`src/hdl/swc_consts.svh`:
```
`ifndef SWC_CONSTS_SVH
`define SWC_CONSTS_SVH

// ****************************************************************
// Mode pin encodings {op_select_a, op_select_b}.
// ****************************************************************
`define SWC_MODE_SLEEP      2'h0
`define SWC_MODE_HV_WAKE    2'h1
`define SWC_MODE_HIGH_SPEED 2'h2
`define SWC_MODE_NORMAL     2'h3

// ****************************************************************
// Timing figures.
// ****************************************************************
`define SWC_CORE_CLK_KHZ    250000
`define SWC_OSC_KHZ         500
`define SWC_OSC_DIV         (`SWC_CORE_CLK_KHZ / `SWC_OSC_KHZ)
`define SWC_HOLDOFF_MIN_MS  300
`define SWC_HOLDOFF_MAX_MS  1000
`define SWC_HOLDOFF_TICKS   (`SWC_HOLDOFF_MIN_MS * `SWC_OSC_KHZ)
`define SWC_TX_HOLD_TICKS   8
`define SWC_WAKE_FILT_TICKS 4
`define SWC_RX_REL_TICKS    4

`endif

```
`src/hdl/swc_pkg.sv`:
```
package swc_pkg;
    typedef enum logic [3:0] {
        SWC_SLEEP      = 4'h1,
        SWC_HV_WAKE    = 4'h2,
        SWC_HIGH_SPEED = 4'h4,
        SWC_NORMAL     = 4'h8
    } swc_mode_t;

    // Bus driver controls toward the analog front end.
    typedef struct packed {
        logic drive_dominant;
        logic drive_enable;
        logic high_volt;
        logic waveshape;
    } swc_drv_t;
endpackage

```
`src/hdl/swc_transceiver_ctrl.sv`:
```
`timescale 1ns/10ps
`include "swc_consts.svh"

// Summary of operation
// - Mode pins decode sleep, wake, high-speed, normal.
// - Low transmit input drives bus dominant.
// - Drive level and shaping follow decoded mode.
// - Undriven mode pins fall back to sleep.
// - Receive high recessive, low when dominant.
// - Sleep releases receive unless wake level seen.
// - Receive released after delay once wake ends.
// - Load switch closed unless ground lost.
// - Low ground-to-battery voltage means ground lost.
// - Wake level raises regulator enable output.
// - Regulator enable held 300 to 1000 ms.
// - Hold-off expiry with sleep pins forces sleep.
// - Internal delays timed by 500 kHz tick.
// - Driver kept enabled after recessive edge.
// - Wake detection deglitched before use.
// - High-volt only in wake mode; shaping below high-speed.
// - Undervoltage disables receiver and driver.
module swc_transceiver_ctrl #(
    parameter int unsigned HOLDOFF_TICKS = `SWC_HOLDOFF_TICKS,
    parameter int unsigned TX_HOLD_TICKS = `SWC_TX_HOLD_TICKS
) (
    // Clock and reset.
    input  wire logic             CORE_CLK,
    input  wire logic             RST,
    // Controller pins, already resolved against the weak pull-downs.
    input  wire logic             OP_SELECT_A,
    input  wire logic             OP_SELECT_B,
    input  wire logic             TX_DATA,
    // Receive open-drain pin.
    output logic                  RX_DATA_OUT,
    output logic                  RX_DATA_OE,
    // Analog front-end status.
    input  wire logic             BUS_DOMINANT,
    input  wire logic             HIGH_VOLT_WAKEUP_DETECT,
    input  wire logic             GROUND_LOST,
    input  wire logic             SUPPLY_UNDERVOLT,
    // Analog front-end controls.
    output swc_pkg::swc_drv_t     LINE_DRIVER,
    output logic                  LINE_RECEIVER_ENABLE,
    output logic                  LOAD_SWITCH_CLOSED,
    output logic                  REGULATOR_ENABLE_OUT,
    output swc_pkg::swc_mode_t    MODE
);
    import swc_pkg::*;

    // ****************************************************************
    // Pin synchronisers.
    // ****************************************************************
    logic [6:0] sync1;
    logic [6:0] sync2;
    logic [6:0] next_sync1;

    always_comb begin
        next_sync1 = {OP_SELECT_A, OP_SELECT_B, TX_DATA, BUS_DOMINANT,
                      HIGH_VOLT_WAKEUP_DETECT, GROUND_LOST, SUPPLY_UNDERVOLT};
    end

    always_ff @(posedge CORE_CLK) begin
        if (RST) begin
            sync1 <= 7'h10; // Mode pins low, transmit recessive.
            sync2 <= 7'h10;
        end else begin
            sync1 <= next_sync1;
            sync2 <= sync1;
        end
    end

    logic sel_a;
    logic sel_b;
    logic tx_s;
    logic dom_s;
    logic hv_raw;
    logic gnd_lost_s;
    logic uv_s;
    assign {sel_a, sel_b, tx_s, dom_s, hv_raw, gnd_lost_s, uv_s} = sync2;

    // ****************************************************************
    // 500 kHz tick divider.
    // ****************************************************************
    localparam int unsigned DIV = `SWC_OSC_DIV;
    logic [$clog2(DIV)-1:0] div_cnt;
    logic [$clog2(DIV)-1:0] next_div_cnt;
    logic                   tick;

    // One enable pulse every DIV core cycles stands in for the oscillator.
    always_comb begin
        tick         = (div_cnt == $bits(div_cnt)'(DIV - 1));
        next_div_cnt = tick ? '0 : div_cnt + 1'b1;
    end

    always_ff @(posedge CORE_CLK) begin
        if (RST) begin
            div_cnt <= '0;
        end else begin
            div_cnt <= next_div_cnt;
        end
    end

    // ****************************************************************
    // Wake-level deglitch.
    // ****************************************************************
    logic [2:0] filt_cnt;
    logic [2:0] next_filt_cnt;
    logic       hv_wake;
    logic       next_hv_wake;

    // The level must hold for several ticks; one short spike cannot wake.
    always_comb begin
        next_filt_cnt = filt_cnt;
        next_hv_wake  = hv_wake;
        if (hv_raw == hv_wake) begin
            next_filt_cnt = '0;
        end else if (tick) begin
            if (filt_cnt == 3'(`SWC_WAKE_FILT_TICKS - 1)) begin
                next_hv_wake  = hv_raw;
                next_filt_cnt = '0;
            end else begin
                next_filt_cnt = filt_cnt + 3'h1;
            end
        end
    end

    always_ff @(posedge CORE_CLK) begin
        if (RST) begin
            filt_cnt <= '0;
            hv_wake  <= 1'b0;
        end else begin
            filt_cnt <= next_filt_cnt;
            hv_wake  <= next_hv_wake;
        end
    end

    // ****************************************************************
    // Mode decode.
    // ****************************************************************
    function automatic swc_mode_t decode_mode(input logic a, input logic b);
        unique case ({a, b})
            `SWC_MODE_SLEEP:      decode_mode = SWC_SLEEP;
            `SWC_MODE_HV_WAKE:    decode_mode = SWC_HV_WAKE;
            `SWC_MODE_HIGH_SPEED: decode_mode = SWC_HIGH_SPEED;
            default:              decode_mode = SWC_NORMAL;
        endcase
    endfunction

    swc_mode_t pin_mode;
    logic      awake_req;
    assign pin_mode  = decode_mode(sel_a, sel_b);
    assign awake_req = (pin_mode != SWC_SLEEP);

    // ****************************************************************
    // Timers.
    // ****************************************************************
    logic hv_wake_q;
    logic wake_edge;
    logic holdoff_run;
    logic tx_hold_run;
    logic tx_q;
    logic tx_rise;

    always_ff @(posedge CORE_CLK) begin
        if (RST) begin
            hv_wake_q <= 1'b0;
            tx_q      <= 1'b1;
        end else begin
            hv_wake_q <= hv_wake;
            tx_q      <= tx_s;
        end
    end

    assign wake_edge = hv_wake & ~hv_wake_q;
    assign tx_rise   = tx_s & ~tx_q;

    // Hold-off reloads while the controller keeps a non-sleep mode or on a new wake.
    swc_tick_timer #(.WIDTH(20)) u_holdoff (
        .clk        (CORE_CLK),
        .rst        (RST),
        .tick       (tick),
        .restart    (awake_req | wake_edge),
        .load_value (20'(HOLDOFF_TICKS)),
        .running    (holdoff_run)
    );

    swc_tick_timer #(.WIDTH(8)) u_tx_hold (
        .clk        (CORE_CLK),
        .rst        (RST),
        .tick       (tick),
        .restart    (tx_rise),
        .load_value (8'(TX_HOLD_TICKS)),
        .running    (tx_hold_run)
    );

    // ****************************************************************
    // Regulator enable and awake state.
    // ****************************************************************
    logic awake;
    logic next_awake;

    // Expiry forces sleep even while the wake level stays on the bus.
    always_comb begin
        next_awake = awake;
        if (wake_edge || awake_req) begin
            next_awake = 1'b1;
        end else if (!holdoff_run) begin
            next_awake = 1'b0;
        end
    end

    always_ff @(posedge CORE_CLK) begin
        if (RST) begin
            awake <= 1'b0;
        end else begin
            awake <= next_awake;
        end
    end

    assign REGULATOR_ENABLE_OUT = awake;
    assign MODE = pin_mode;

    // ****************************************************************
    // Receive path.
    // ****************************************************************
    logic [2:0] rx_rel_cnt;
    logic [2:0] next_rx_rel_cnt;
    logic       rx_live;
    logic       next_rx_live;
    logic       next_rx_oe;
    logic       rx_oe;

    // In sleep only a wake level keeps the pin live; a selected mode cancels the tail.
    always_comb begin
        next_rx_live    = rx_live;
        next_rx_rel_cnt = rx_rel_cnt;
        if (hv_wake) begin
            next_rx_live    = 1'b1;
            next_rx_rel_cnt = '0;
        end else if (awake_req) begin
            next_rx_live    = 1'b0;
            next_rx_rel_cnt = '0;
        end else if (rx_live && tick) begin
            if (rx_rel_cnt == 3'(`SWC_RX_REL_TICKS - 1)) begin
                next_rx_live = 1'b0;
            end else begin
                next_rx_rel_cnt = rx_rel_cnt + 3'h1;
            end
        end
        next_rx_oe = (awake_req | next_rx_live) & ~uv_s & dom_s;
    end

    always_ff @(posedge CORE_CLK) begin
        if (RST) begin
            rx_live    <= 1'b0;
            rx_rel_cnt <= '0;
            rx_oe      <= 1'b0;
        end else begin
            rx_live    <= next_rx_live;
            rx_rel_cnt <= next_rx_rel_cnt;
            rx_oe      <= next_rx_oe;
        end
    end

    // Open-drain: only ever drives low.
    assign RX_DATA_OUT          = 1'b0;
    assign RX_DATA_OE           = rx_oe;
    assign LINE_RECEIVER_ENABLE = ~uv_s;

    // ****************************************************************
    // Driver and load switch.
    // ****************************************************************
    swc_drv_t drv;
    swc_drv_t next_drv;

    always_comb begin
        next_drv.drive_dominant = ~tx_s & ~uv_s;
        next_drv.drive_enable   = (~tx_s | tx_rise | tx_hold_run) & ~uv_s;
        next_drv.high_volt      = (pin_mode == SWC_HV_WAKE);
        next_drv.waveshape      = (pin_mode != SWC_HIGH_SPEED);
    end

    always_ff @(posedge CORE_CLK) begin
        if (RST) begin
            drv                <= '0;
            LOAD_SWITCH_CLOSED <= 1'b0;
        end else begin
            drv                <= next_drv;
            LOAD_SWITCH_CLOSED <= ~gnd_lost_s;
        end
    end

    assign LINE_DRIVER = drv;

    // ****************************************************************
    // Checks.
    // ****************************************************************
    a_load_switch_open: assert property (@(posedge CORE_CLK) disable iff (RST)
        $past(gnd_lost_s) |-> !LOAD_SWITCH_CLOSED)
        else $error("Load switch closed with ground lost.");

    a_tx_invert: assert property (@(posedge CORE_CLK) disable iff (RST)
        $past(tx_s) |-> !drv.drive_dominant)
        else $error("Dominant driven with transmit high.");

    a_uv_blank: assert property (@(posedge CORE_CLK) disable iff (RST)
        $past(uv_s) |-> !drv.drive_enable && !rx_oe)
        else $error("Driver or receiver active in undervoltage.");

    a_wake_regulator: assert property (@(posedge CORE_CLK) disable iff (RST)
        wake_edge |=> REGULATOR_ENABLE_OUT)
        else $error("Regulator enable not raised on wake.");

    a_awake_holds: assert property (@(posedge CORE_CLK) disable iff (RST)
        awake_req |=> REGULATOR_ENABLE_OUT [*2])
        else $error("Regulator enable dropped while awake requested.");

    a_speed_shape: assert property (@(posedge CORE_CLK) disable iff (RST)
        pin_mode == SWC_HIGH_SPEED |=> !drv.waveshape)
        else $error("Waveshaping in high-speed mode.");

    a_hv_mode: assert property (@(posedge CORE_CLK) disable iff (RST)
        pin_mode != SWC_HV_WAKE |=> !drv.high_volt)
        else $error("High-volt drive outside wake mode.");

    a_rx_sleep_off: assert property (@(posedge CORE_CLK) disable iff (RST)
        !awake_req && !hv_wake && !rx_live |=> !RX_DATA_OE)
        else $error("Receive driven while released.");

    a_tx_hold_start: assert property (@(posedge CORE_CLK) disable iff (RST)
        tx_rise && !uv_s |=> drv.drive_enable)
        else $error("Driver enable dropped at recessive edge.");
endmodule

```
`src/hdl/swc_tick_timer.sv`:
```
`timescale 1ns/10ps
`include "swc_consts.svh"

// Down counter clocked by the oscillator tick; restart reloads it.
module swc_tick_timer #(
    parameter int unsigned WIDTH = 20
) (
    // Clock and reset.
    input  wire logic             clk,
    input  wire logic             rst,
    // Control.
    input  wire logic             tick,
    input  wire logic             restart,
    input  wire logic [WIDTH-1:0] load_value,
    // Status.
    output logic                  running
);
    logic [WIDTH-1:0] count;
    logic [WIDTH-1:0] next_count;

    // Restart takes priority so a new event always extends the hold.
    always_comb begin
        next_count = count;
        if (restart) begin
            next_count = load_value;
        end else if (tick && count != '0) begin
            next_count = count - WIDTH'(1);
        end
    end

    always_ff @(posedge clk) begin
        if (rst) begin
            count <= '0;
        end else begin
            count <= next_count;
        end
    end

    assign running = (count != '0);
endmodule

```
`config.mk`:
```
export PLATFORM = sky130hd
export DESIGN_NAME = swc_transceiver_ctrl
export DESIGN_NICKNAME = d
export VERILOG_FILES = /design/src/hdl/swc_pkg.sv /design/src/hdl/swc_transceiver_ctrl.sv /design/src/hdl/swc_tick_timer.sv
export VERILOG_INCLUDE_DIRS = /design/src /design/src/hdl
export SDC_FILE = /design/constraint.sdc
export NUM_CORES = 1
export LEC_CHECK = 0
export ABC_AREA = 1
export BUFFER_PORTS_ARGS = -buffer_cell sky130_fd_sc_hd__buf_2
export CORE_MARGIN = 5
export CORE_UTILIZATION = 60
export CTS_BUF_LIST = sky130_fd_sc_hd__clkbuf_4 sky130_fd_sc_hd__clkbuf_8 sky130_fd_sc_hd__clkbuf_16
export DETAILED_ROUTE_END_ITERATION = 10
export HOLD_SLACK_MARGIN = 0.15
export PLACE_DENSITY = 0.88
export SYNTH_ARGS = -nofsm -noshare
export SYNTH_HDL_FRONTEND = slang
export SYNTH_SLANG_ARGS = --single-unit
```
`constraint.sdc`:
```
create_clock -name CORE_CLK -period 2.1 [get_ports CORE_CLK]
set_input_delay 0.105 -clock CORE_CLK [delete_from_list [all_inputs] [get_ports CORE_CLK]]
set_output_delay 0.105 -clock CORE_CLK [all_outputs]
set_load 0.05 [all_outputs]
```
==> results by group, run 1 <==
Synthesis
  – Post-synth top area cell: dfxtp_1
  – Prevailing post-synth register cell: dfxtp_1
  – Most common cell in the synthesized netlist: nand2_1
  – Syn Inst Count: 447
  – Synthesized Nets: ~460
  – Yosys cell types: 40
  – Seq/Total Area, Yosys: 0.422
  – Number of synthesized flops with an enable pin: 0
  – Ys async rst share: 0
  – Yosys reg bits: 68
  – Syn Area/Cell: 7.21 um^2
  – Synth Warn #: 0
  – Most common library cells after synthesis: nand2_1, nor2_1, dfxtp_1, inv_1, a21oi_1
  – Cell Area, Synth: 3220 um^2
  – Most area-consuming cells after synthesis: dfxtp_1, nand2_1, nor2_1, inv_1, a21oi_1
  – Share of the synthesized area in the top cell type: 0.422

Die
  – Core Region: 5170 um^2
  – # IOs: 22
  – Chip width: 83.3 um
  – Placement Rows: 26
  – Die area: ~6900 um^2
  – Die H: 83.3 um
  – Starting density of the core: 0.623

Final layout
  – Fill cell count: slightly below 400
  – Layout Area Growth over Synthesis: 12.2%
  – Fin util: 0.700
  – Layout net count: 494
  – Fraction of layout cells with a size suffix above 1: 0.120
  – Finished Cell Area: 3620 um^2
  – Number of diodes: 0

Critical path
  – Crit path kind: flop to flop
  – Reg-to-Reg Start: div_cnt[0]
  – Reg2reg end: u_tx_hold.count[1]
  – CP max FO: 17
  – Req. time, crit path: ~2400 ps
  – CP Capture Type: flop
  – Startpoint Class: flop
  – Worst r2r path cells: 7
  – R2r setup slk: 340 ps
  – CP arrival: 2020 ps

Route
  – WL final: 6390 um
  – Metal2 WL: 3140 um
  – Max layer used: met4
  – Met3 WL post-DR: ~310 um
  – Vias per std cell: 5.04
  – Metal1 wirelength: 2810 um
  – Routed len/inst: 11.6 um
  – ANT nets after route: 0
  – Via count: between 2000 and 3000
  – DR pass1 iterations: 4
  – Drt drc: 0
  – Initial DRC count: 221

Clock network
  – Worst-path clk slew: 80 ps
  – Number of clock sinks: 68
  – CTS tree: done
  – Num CTS Buffers: 9
  – H-tree Lvls: 3
  – Clock latency on the worst-skew pair: 340 ps
  – Clock Tree Buf Depth: 2
  – Clk root buf: clkbuf_8

Pwr
  – NetSw: 771 uW
  – PwrDens: 762 nW/um^2
  – Clk pwr share: 0.393
  – Pleak: between 0.0015 and 0.002 uW
  – Reg power frac: 0.490
  – Maximum vdd drop: 0.000797 V
  – Combinational Power Share: 0.116
  – Switching Share: 0.280
  – Internal power: ~2000 uW

Worst hold path
  – Min-Delay Endpoint: sync1[6]
  – Hold path start: RST
  – Hold Path Class: input port to flop
  – Hold path depth: 2

Flow run
  – Max-cap violation count: 0

Timing
  – Final slew viol count: 0
  – Crit path time final: 1760 ps
  – Fin. Hold Viols: 0
  – RSZ-0062 raised after global routing: no
  – Final Skew: 7.50 ps
  – Final setup violation count: 0
  – Worst Max-Slew Pin Slew: 519 ps
  – Fin crit share: 0.840
  – Rel. slew slack: 0.654
  – FMAX: 567 MHz
  – Setup TNS: 0 ps

Place
  – HPWL Detailed: 4390 um
  – DP Area: 3350 um^2
  – Routability Congestion: just over 0.9
  – Buffers on Ports: 20

GRT
  – All-Layer GR Usage: 0.194
  – Global-route wire length before repair: 11200 um
  – Antenna violations before repair: 0
  – GRT overflow: 0
  – Largest net degree at the start of global routing: 31
  – Vias in the first global route: about 2600

Status
  – Status: completed
[placed cells by master (no fill, tap or decap), types with 2 or more instances in the layout]
master,count
a21oi_1,27
a31oi_1,3
buf_2,20
clkbuf_8,9
clkinv_2,2
clkinv_4,3
dfxtp_1,68
dlygate4sd3_1,7
ha_1,8
inv_1,67
inv_2,3
nand2_1,93
nand3_1,26
nand3_4,2
nand3b_1,3
nand4_1,8
nor2_1,74
nor2_2,4
nor2_4,3
nor3b_1,2
o21ai_0,13
o21ai_1,2
or2_2,4
xnor2_1,3
xor2_1,11
[cell families after synthesis]
kind of cell             after synthesis  share of synthesized area
adder cells (fa/ha/maj)                8                     0.0310
flip-flops                            68                      0.422
other                                  1                    0.00116
AND/OR/NAND/NOR                      226                      0.321
AO/OA/AOI/OAI                         49                     0.0807
XOR/XNOR                              14                     0.0380
buffers and inverters                 81                      0.106
[worst max path at each step]
stage	endpoint	slack, ps	start	cells after the start
global route	u_tx_hold.count[1]	230	div_cnt[0]	7
floorplan	u_holdoff.count[5]	160	sync2[6]	7
finish	u_tx_hold.count[1]	340	div_cnt[0]	7
detailed placement	u_tx_hold.count[1]	310	div_cnt[0]	7
CTS	u_tx_hold.count[1]	300	div_cnt[0]	7
global placement	u_tx_hold.count[2]	450	div_cnt[0]	6
[flip-flops by register name, indices dropped and copies added, names as in the netlist]
signal / flops
u_holdoff.count: 20
div_cnt: 9
u_tx_hold.count: 8
sync1: 7
sync2: 7
LINE_DRIVER: 4
filt_cnt: 3
rx_rel_cnt: 3
LOAD_SWITCH_CLOSED: 1
REGULATOR_ENABLE_OUT: 1
RX_DATA_OE: 1
hv_wake: 1
hv_wake_q: 1
rx_live: 1
tx_q: 1
[routing by layer]
metal	track usage	up-vias
met5	0	-
met4	0.0921	0
met3	0.0396	11
met2	0.328	78
met1	0.234	1243
li1	-	1449
[what timing repair did]
item                                   4_1_cts  5_1_grt
endpoints found under the hold margin        7        0
gates resized for setup                      0        0
setup buffers                                0        0
hold buffers                                 7        0
[worst max-delay path, stage by stage, from the launching register on]
cell and delay (ps):
dfxtp_1 360, ha_1 190, nand4_1 210, nor2_8 310
inv_2 100, nor2_4 210, nor2_1 80, a211oi_1 210
[layout make-up]
class,instances,area (um^2),share of cell area
multi-input combinational,298,1520,0.420
sequential,68,1360,0.376
inverter,72,273,0.0754
timing repair buffer,28,178,0.0491
clock buffer,9,124,0.0342
tap,70,87.6,0.0242
clock inverter,7,75.1,0.0207
[through the flow]
step / hold slack (ps) / setup slack [ps] / total power (uW) / instances
floorplan: 209 / 162 / 1620 / 447
global placement: 286 / 446 / 1680 / 529
detailed placement: 306 / 311 / 1680 / 529
CTS: 214 / 302 / 2770 / 552
global route: 235 / 233 / 2890 / 552
finish: 213 / 336 / 2760 / 552
[power groups by stage]
stage	sequential (uW)	clock [uW]	combinational, uW
2_1_floorplan	1400	0	226
3_5_place_dp	1380	0	304
5_1_grt	1360	1170	360
3_3_place_gp	1380	0	297
4_1_cts	1350	1100	318
6_report	1350	1080	321
Power figures use the tool's default switching activity.
==> run 2: changes to the inputs <==
--- a/config.mk
+++ b/config.mk
@@ -9,11 +9,11 @@
 export ABC_AREA = 1
 export BUFFER_PORTS_ARGS = -buffer_cell sky130_fd_sc_hd__buf_2
 export CORE_MARGIN = 5
-export CORE_UTILIZATION = 60
+export CORE_UTILIZATION = 54
 export CTS_BUF_LIST = sky130_fd_sc_hd__clkbuf_4 sky130_fd_sc_hd__clkbuf_8 sky130_fd_sc_hd__clkbuf_16
 export DETAILED_ROUTE_END_ITERATION = 10
 export HOLD_SLACK_MARGIN = 0.15
-export PLACE_DENSITY = 0.88
+export PLACE_DENSITY = 0.84
 export SYNTH_ARGS = -nofsm -noshare
 export SYNTH_HDL_FRONTEND = slang
 export SYNTH_SLANG_ARGS = --single-unit
==> constraint.sdc (replaced) <==
create_clock -name CORE_CLK -period 1.5 [get_ports CORE_CLK]
set_input_delay 0.075 -clock CORE_CLK [delete_from_list [all_inputs] [get_ports CORE_CLK]]
set_output_delay 0.075 -clock CORE_CLK [all_outputs]
set_load 0.05 [all_outputs]
==> run 2 against run 1 <==
- sequential share of layout area shrank 4.0 points
- flip-flop and latch count is the same
- count of clock-buffer cells in the layout grew 3
- clock power grew 55%
- cell area grew 12%
- non-clock buffer count grew 30
- die area grew 9.7%
- largest cell class unchanged
- the run now ends with negative setup slack left
- global-route usage grew 1.1 points
- power grew 48%
- sequential power grew 41%
- combinational power grew 62%
- via count grew 8.3%
==> results by group, run 2 (synthesis results as in run 1) <==
Timing
  – Final worst slack: -66.3 ps
  – RSZ-0062 raised after global routing: yes
  – Final setup violation count: 18
  – Hold WS: 397 ps
  – Crit path time final: 1570 ps
  – Fin. Hold Viols: 0
  – Fin crit share: 1.04
  – Final slew viol count: 0
  – FMAX: 638 MHz
  – Final Skew: between 8 and 9 ps

GRT
  – Largest net degree at the start of global routing: 17
  – Antenna violations before repair: 0
  – Vias in the first global route: 2995
  – All-Layer GR Usage: 0.205
  – GRT overflow: 0
  – Global-route wire length before repair: 12400 um

Pwr
  – Maximum vdd drop: 0.000817 V
  – NetSw: 1050 uW
  – Pleak: 0.00192 uW
  – Switching Share: 0.256
  – Combinational Power Share: 0.127
  – Clk pwr share: 0.409
  – Internal power: 3040 uW
  – Reg power frac: 0.464
  – PwrDens: 1010 nW/um^2

Final layout
  – Most frequent cells in the layout: nand2_1, dfxtp_1, inv_1, nor2_1, buf_4
  – Fin util: 0.693
  – Top reg by flops: u_holdoff.count
  – Fraction of layout cells with a size suffix above 1: 0.232
  – Most common cell after layout, fill and taps aside: nand2_1
  – Layout Area Growth over Synthesis: 25.8%
  – Layout net count: 525
  – Number of diodes: 0
  – Max reg flops: 20
  – Fill cell count: between 400 and 500
  – Non-filler instance count after layout: between 500 and 600
  – Largest regs: u_holdoff.count x20, div_cnt x9, u_tx_hold.count x8

Route
  – Vias per std cell: 5.12
  – ANT nets after route: 0
  – WL final: 7330 um
  – Initial DRC count: 187
  – Drt drc: 0
  – DR pass1 iterations: 4
  – Routed len/inst: 12.5 um
  – Via count: around 3000

Critical path
  – CP Buf/Inv Count: 2
  – Worst r2r path cells: 8
  – R2r setup slk: -70 ps
  – CP max FO: 5
  – Reg-to-Reg Start: div_cnt[1]
  – Startpoint Class: flop
  – Req. time, crit path: 1780 ps
  – Crit-path leading delay family: simple AND/OR/NAND/NOR gates
  – CP arrival: ~1900 ps
  – Worst path cell trace: ha_4 -> nand4_1 -> nor2_8 -> buf_12 -> inv_4 -> nor2_4 -> nand3b_1 -> a21oi_2
  – Worst path slowest cell: dfxtp_2
  – Max incr delay on CP: between 300 and 400 ps
  – CP Capture Type: flop
  – Crit path kind: flop to flop
  – Reg2reg end: u_tx_hold.count[2]

Clock network
  – Worst-path clk slew: 70 ps
  – Num CTS Buffers: 9
  – Clock Tree Buf Depth: 2
  – H-tree Lvls: 3
  – CTS tree: done
  – Clock latency on the worst-skew pair: 350 ps
  – Number of clock sinks: 68
  – Clk root buf: clkbuf_8

Worst hold path
  – Hold path depth: 1
  – Min-Delay Endpoint: LOAD_SWITCH_CLOSED
  – Hold path start: sync2[1]
  – Hold Path Class: flop to flop

Place
  – Routability Congestion: 0.868
  – HPWL Detailed: approximately 4800 um
  – Buffers on Ports: 20
  – Post-Place Cells: 558

Die
  – # IOs: 22
  – Die H: around 87 um
  – Placement Rows: 28
  – Die area: roughly 7600 um^2
  – Core Region: 5850 um^2
  – Chip width: 87.3 um
  – Starting density of the core: 0.551

Status
  – Status: complete, but fails checks
  – Failing checks: negative setup slack

Flow run
  – Max-cap violation count: 0
run 2: changes by cell type in the layout (fill, tap and decap cells not counted), moves of 3 or more:
cell / delta
a21oi_1: -6
buf_4: +24
nor2_2: +7
nor2_1: -10
a21oi_2: +6
nand2_1: -5
clkbuf_4: +3
nor2_4: +4
nand2_2: +4
run 2: worst max path at each step:
stage	slack, ps	to	start	depth (start not counted)
2_1_floorplan	9	hv_wake	div_cnt[0]	7
5_1_grt	-140	u_holdoff.count[5]	div_cnt[1]	9
4_1_cts	-20	u_tx_hold.count[2]	div_cnt[0]	8
6_report	-70	u_tx_hold.count[2]	div_cnt[1]	8
3_3_place_gp	-70	u_tx_hold.count[2]	div_cnt[0]	6
3_5_place_dp	-110	u_tx_hold.count[2]	div_cnt[1]	6
run 2: final cells by class:
cell class	instances	area (um^2)	share of cell area
clock buffers	12	146	0.0361
inverters	72	280	0.0691
flip-flops and latches	68	1360	0.336
multi-input cells	299	1650	0.407
well taps	75	93.8	0.0231
repair buffers	58	445	0.110
clock inverters	4	73.8	0.0182
run 2: repair_timing:
action	CTS	global route
cloned	1	0
setup buffers	1	4
hold endpoints to repair	14	0
resized for setup	18	27
pin swaps	7	12
hold buffers	8	0
setup endpoints to repair	26	34
run 2: per-stage QoR:
stage	instance area [um^2]	worst slack (ps)	setup TNS, ps	total power (uW)
CTS	3950	-22.0	-102	4090
global placement	3560	-66.9	-161	2390
detailed placement	3560	-114	-889	2410
floorplan	3240	9.11	0	2270
global route	4060	-138	-2830	4270
finish	4060	-66.3	-427	4090
run 2: routing by layer:
layer,global-route usage,up-vias,wire length [um]
met1,0.225,1407,3110
li1,-,1514,-
met3,0.0501,14,399
met2,0.358,77,3700
met5,0,-,0
met4,0.113,0,125
run 2: worst reg2reg max path: stages (launching register included):
cell	delay (ps)
dfxtp_2	360
ha_4	140
nand4_1	180
nor2_8	200
buf_12	150
inv_4	60
nor2_4	160
nand3b_1	130
a21oi_2	140
run 2: power groups by stage:
stage	combinational, uW	sequential [uW]	clock (uW)
after global placement	460	1930	0
final	521	1900	1670
after floorplan	317	1960	0
after detailed placement	474	1930	0
after global routing	581	1900	1780
after CTS	501	1900	1690
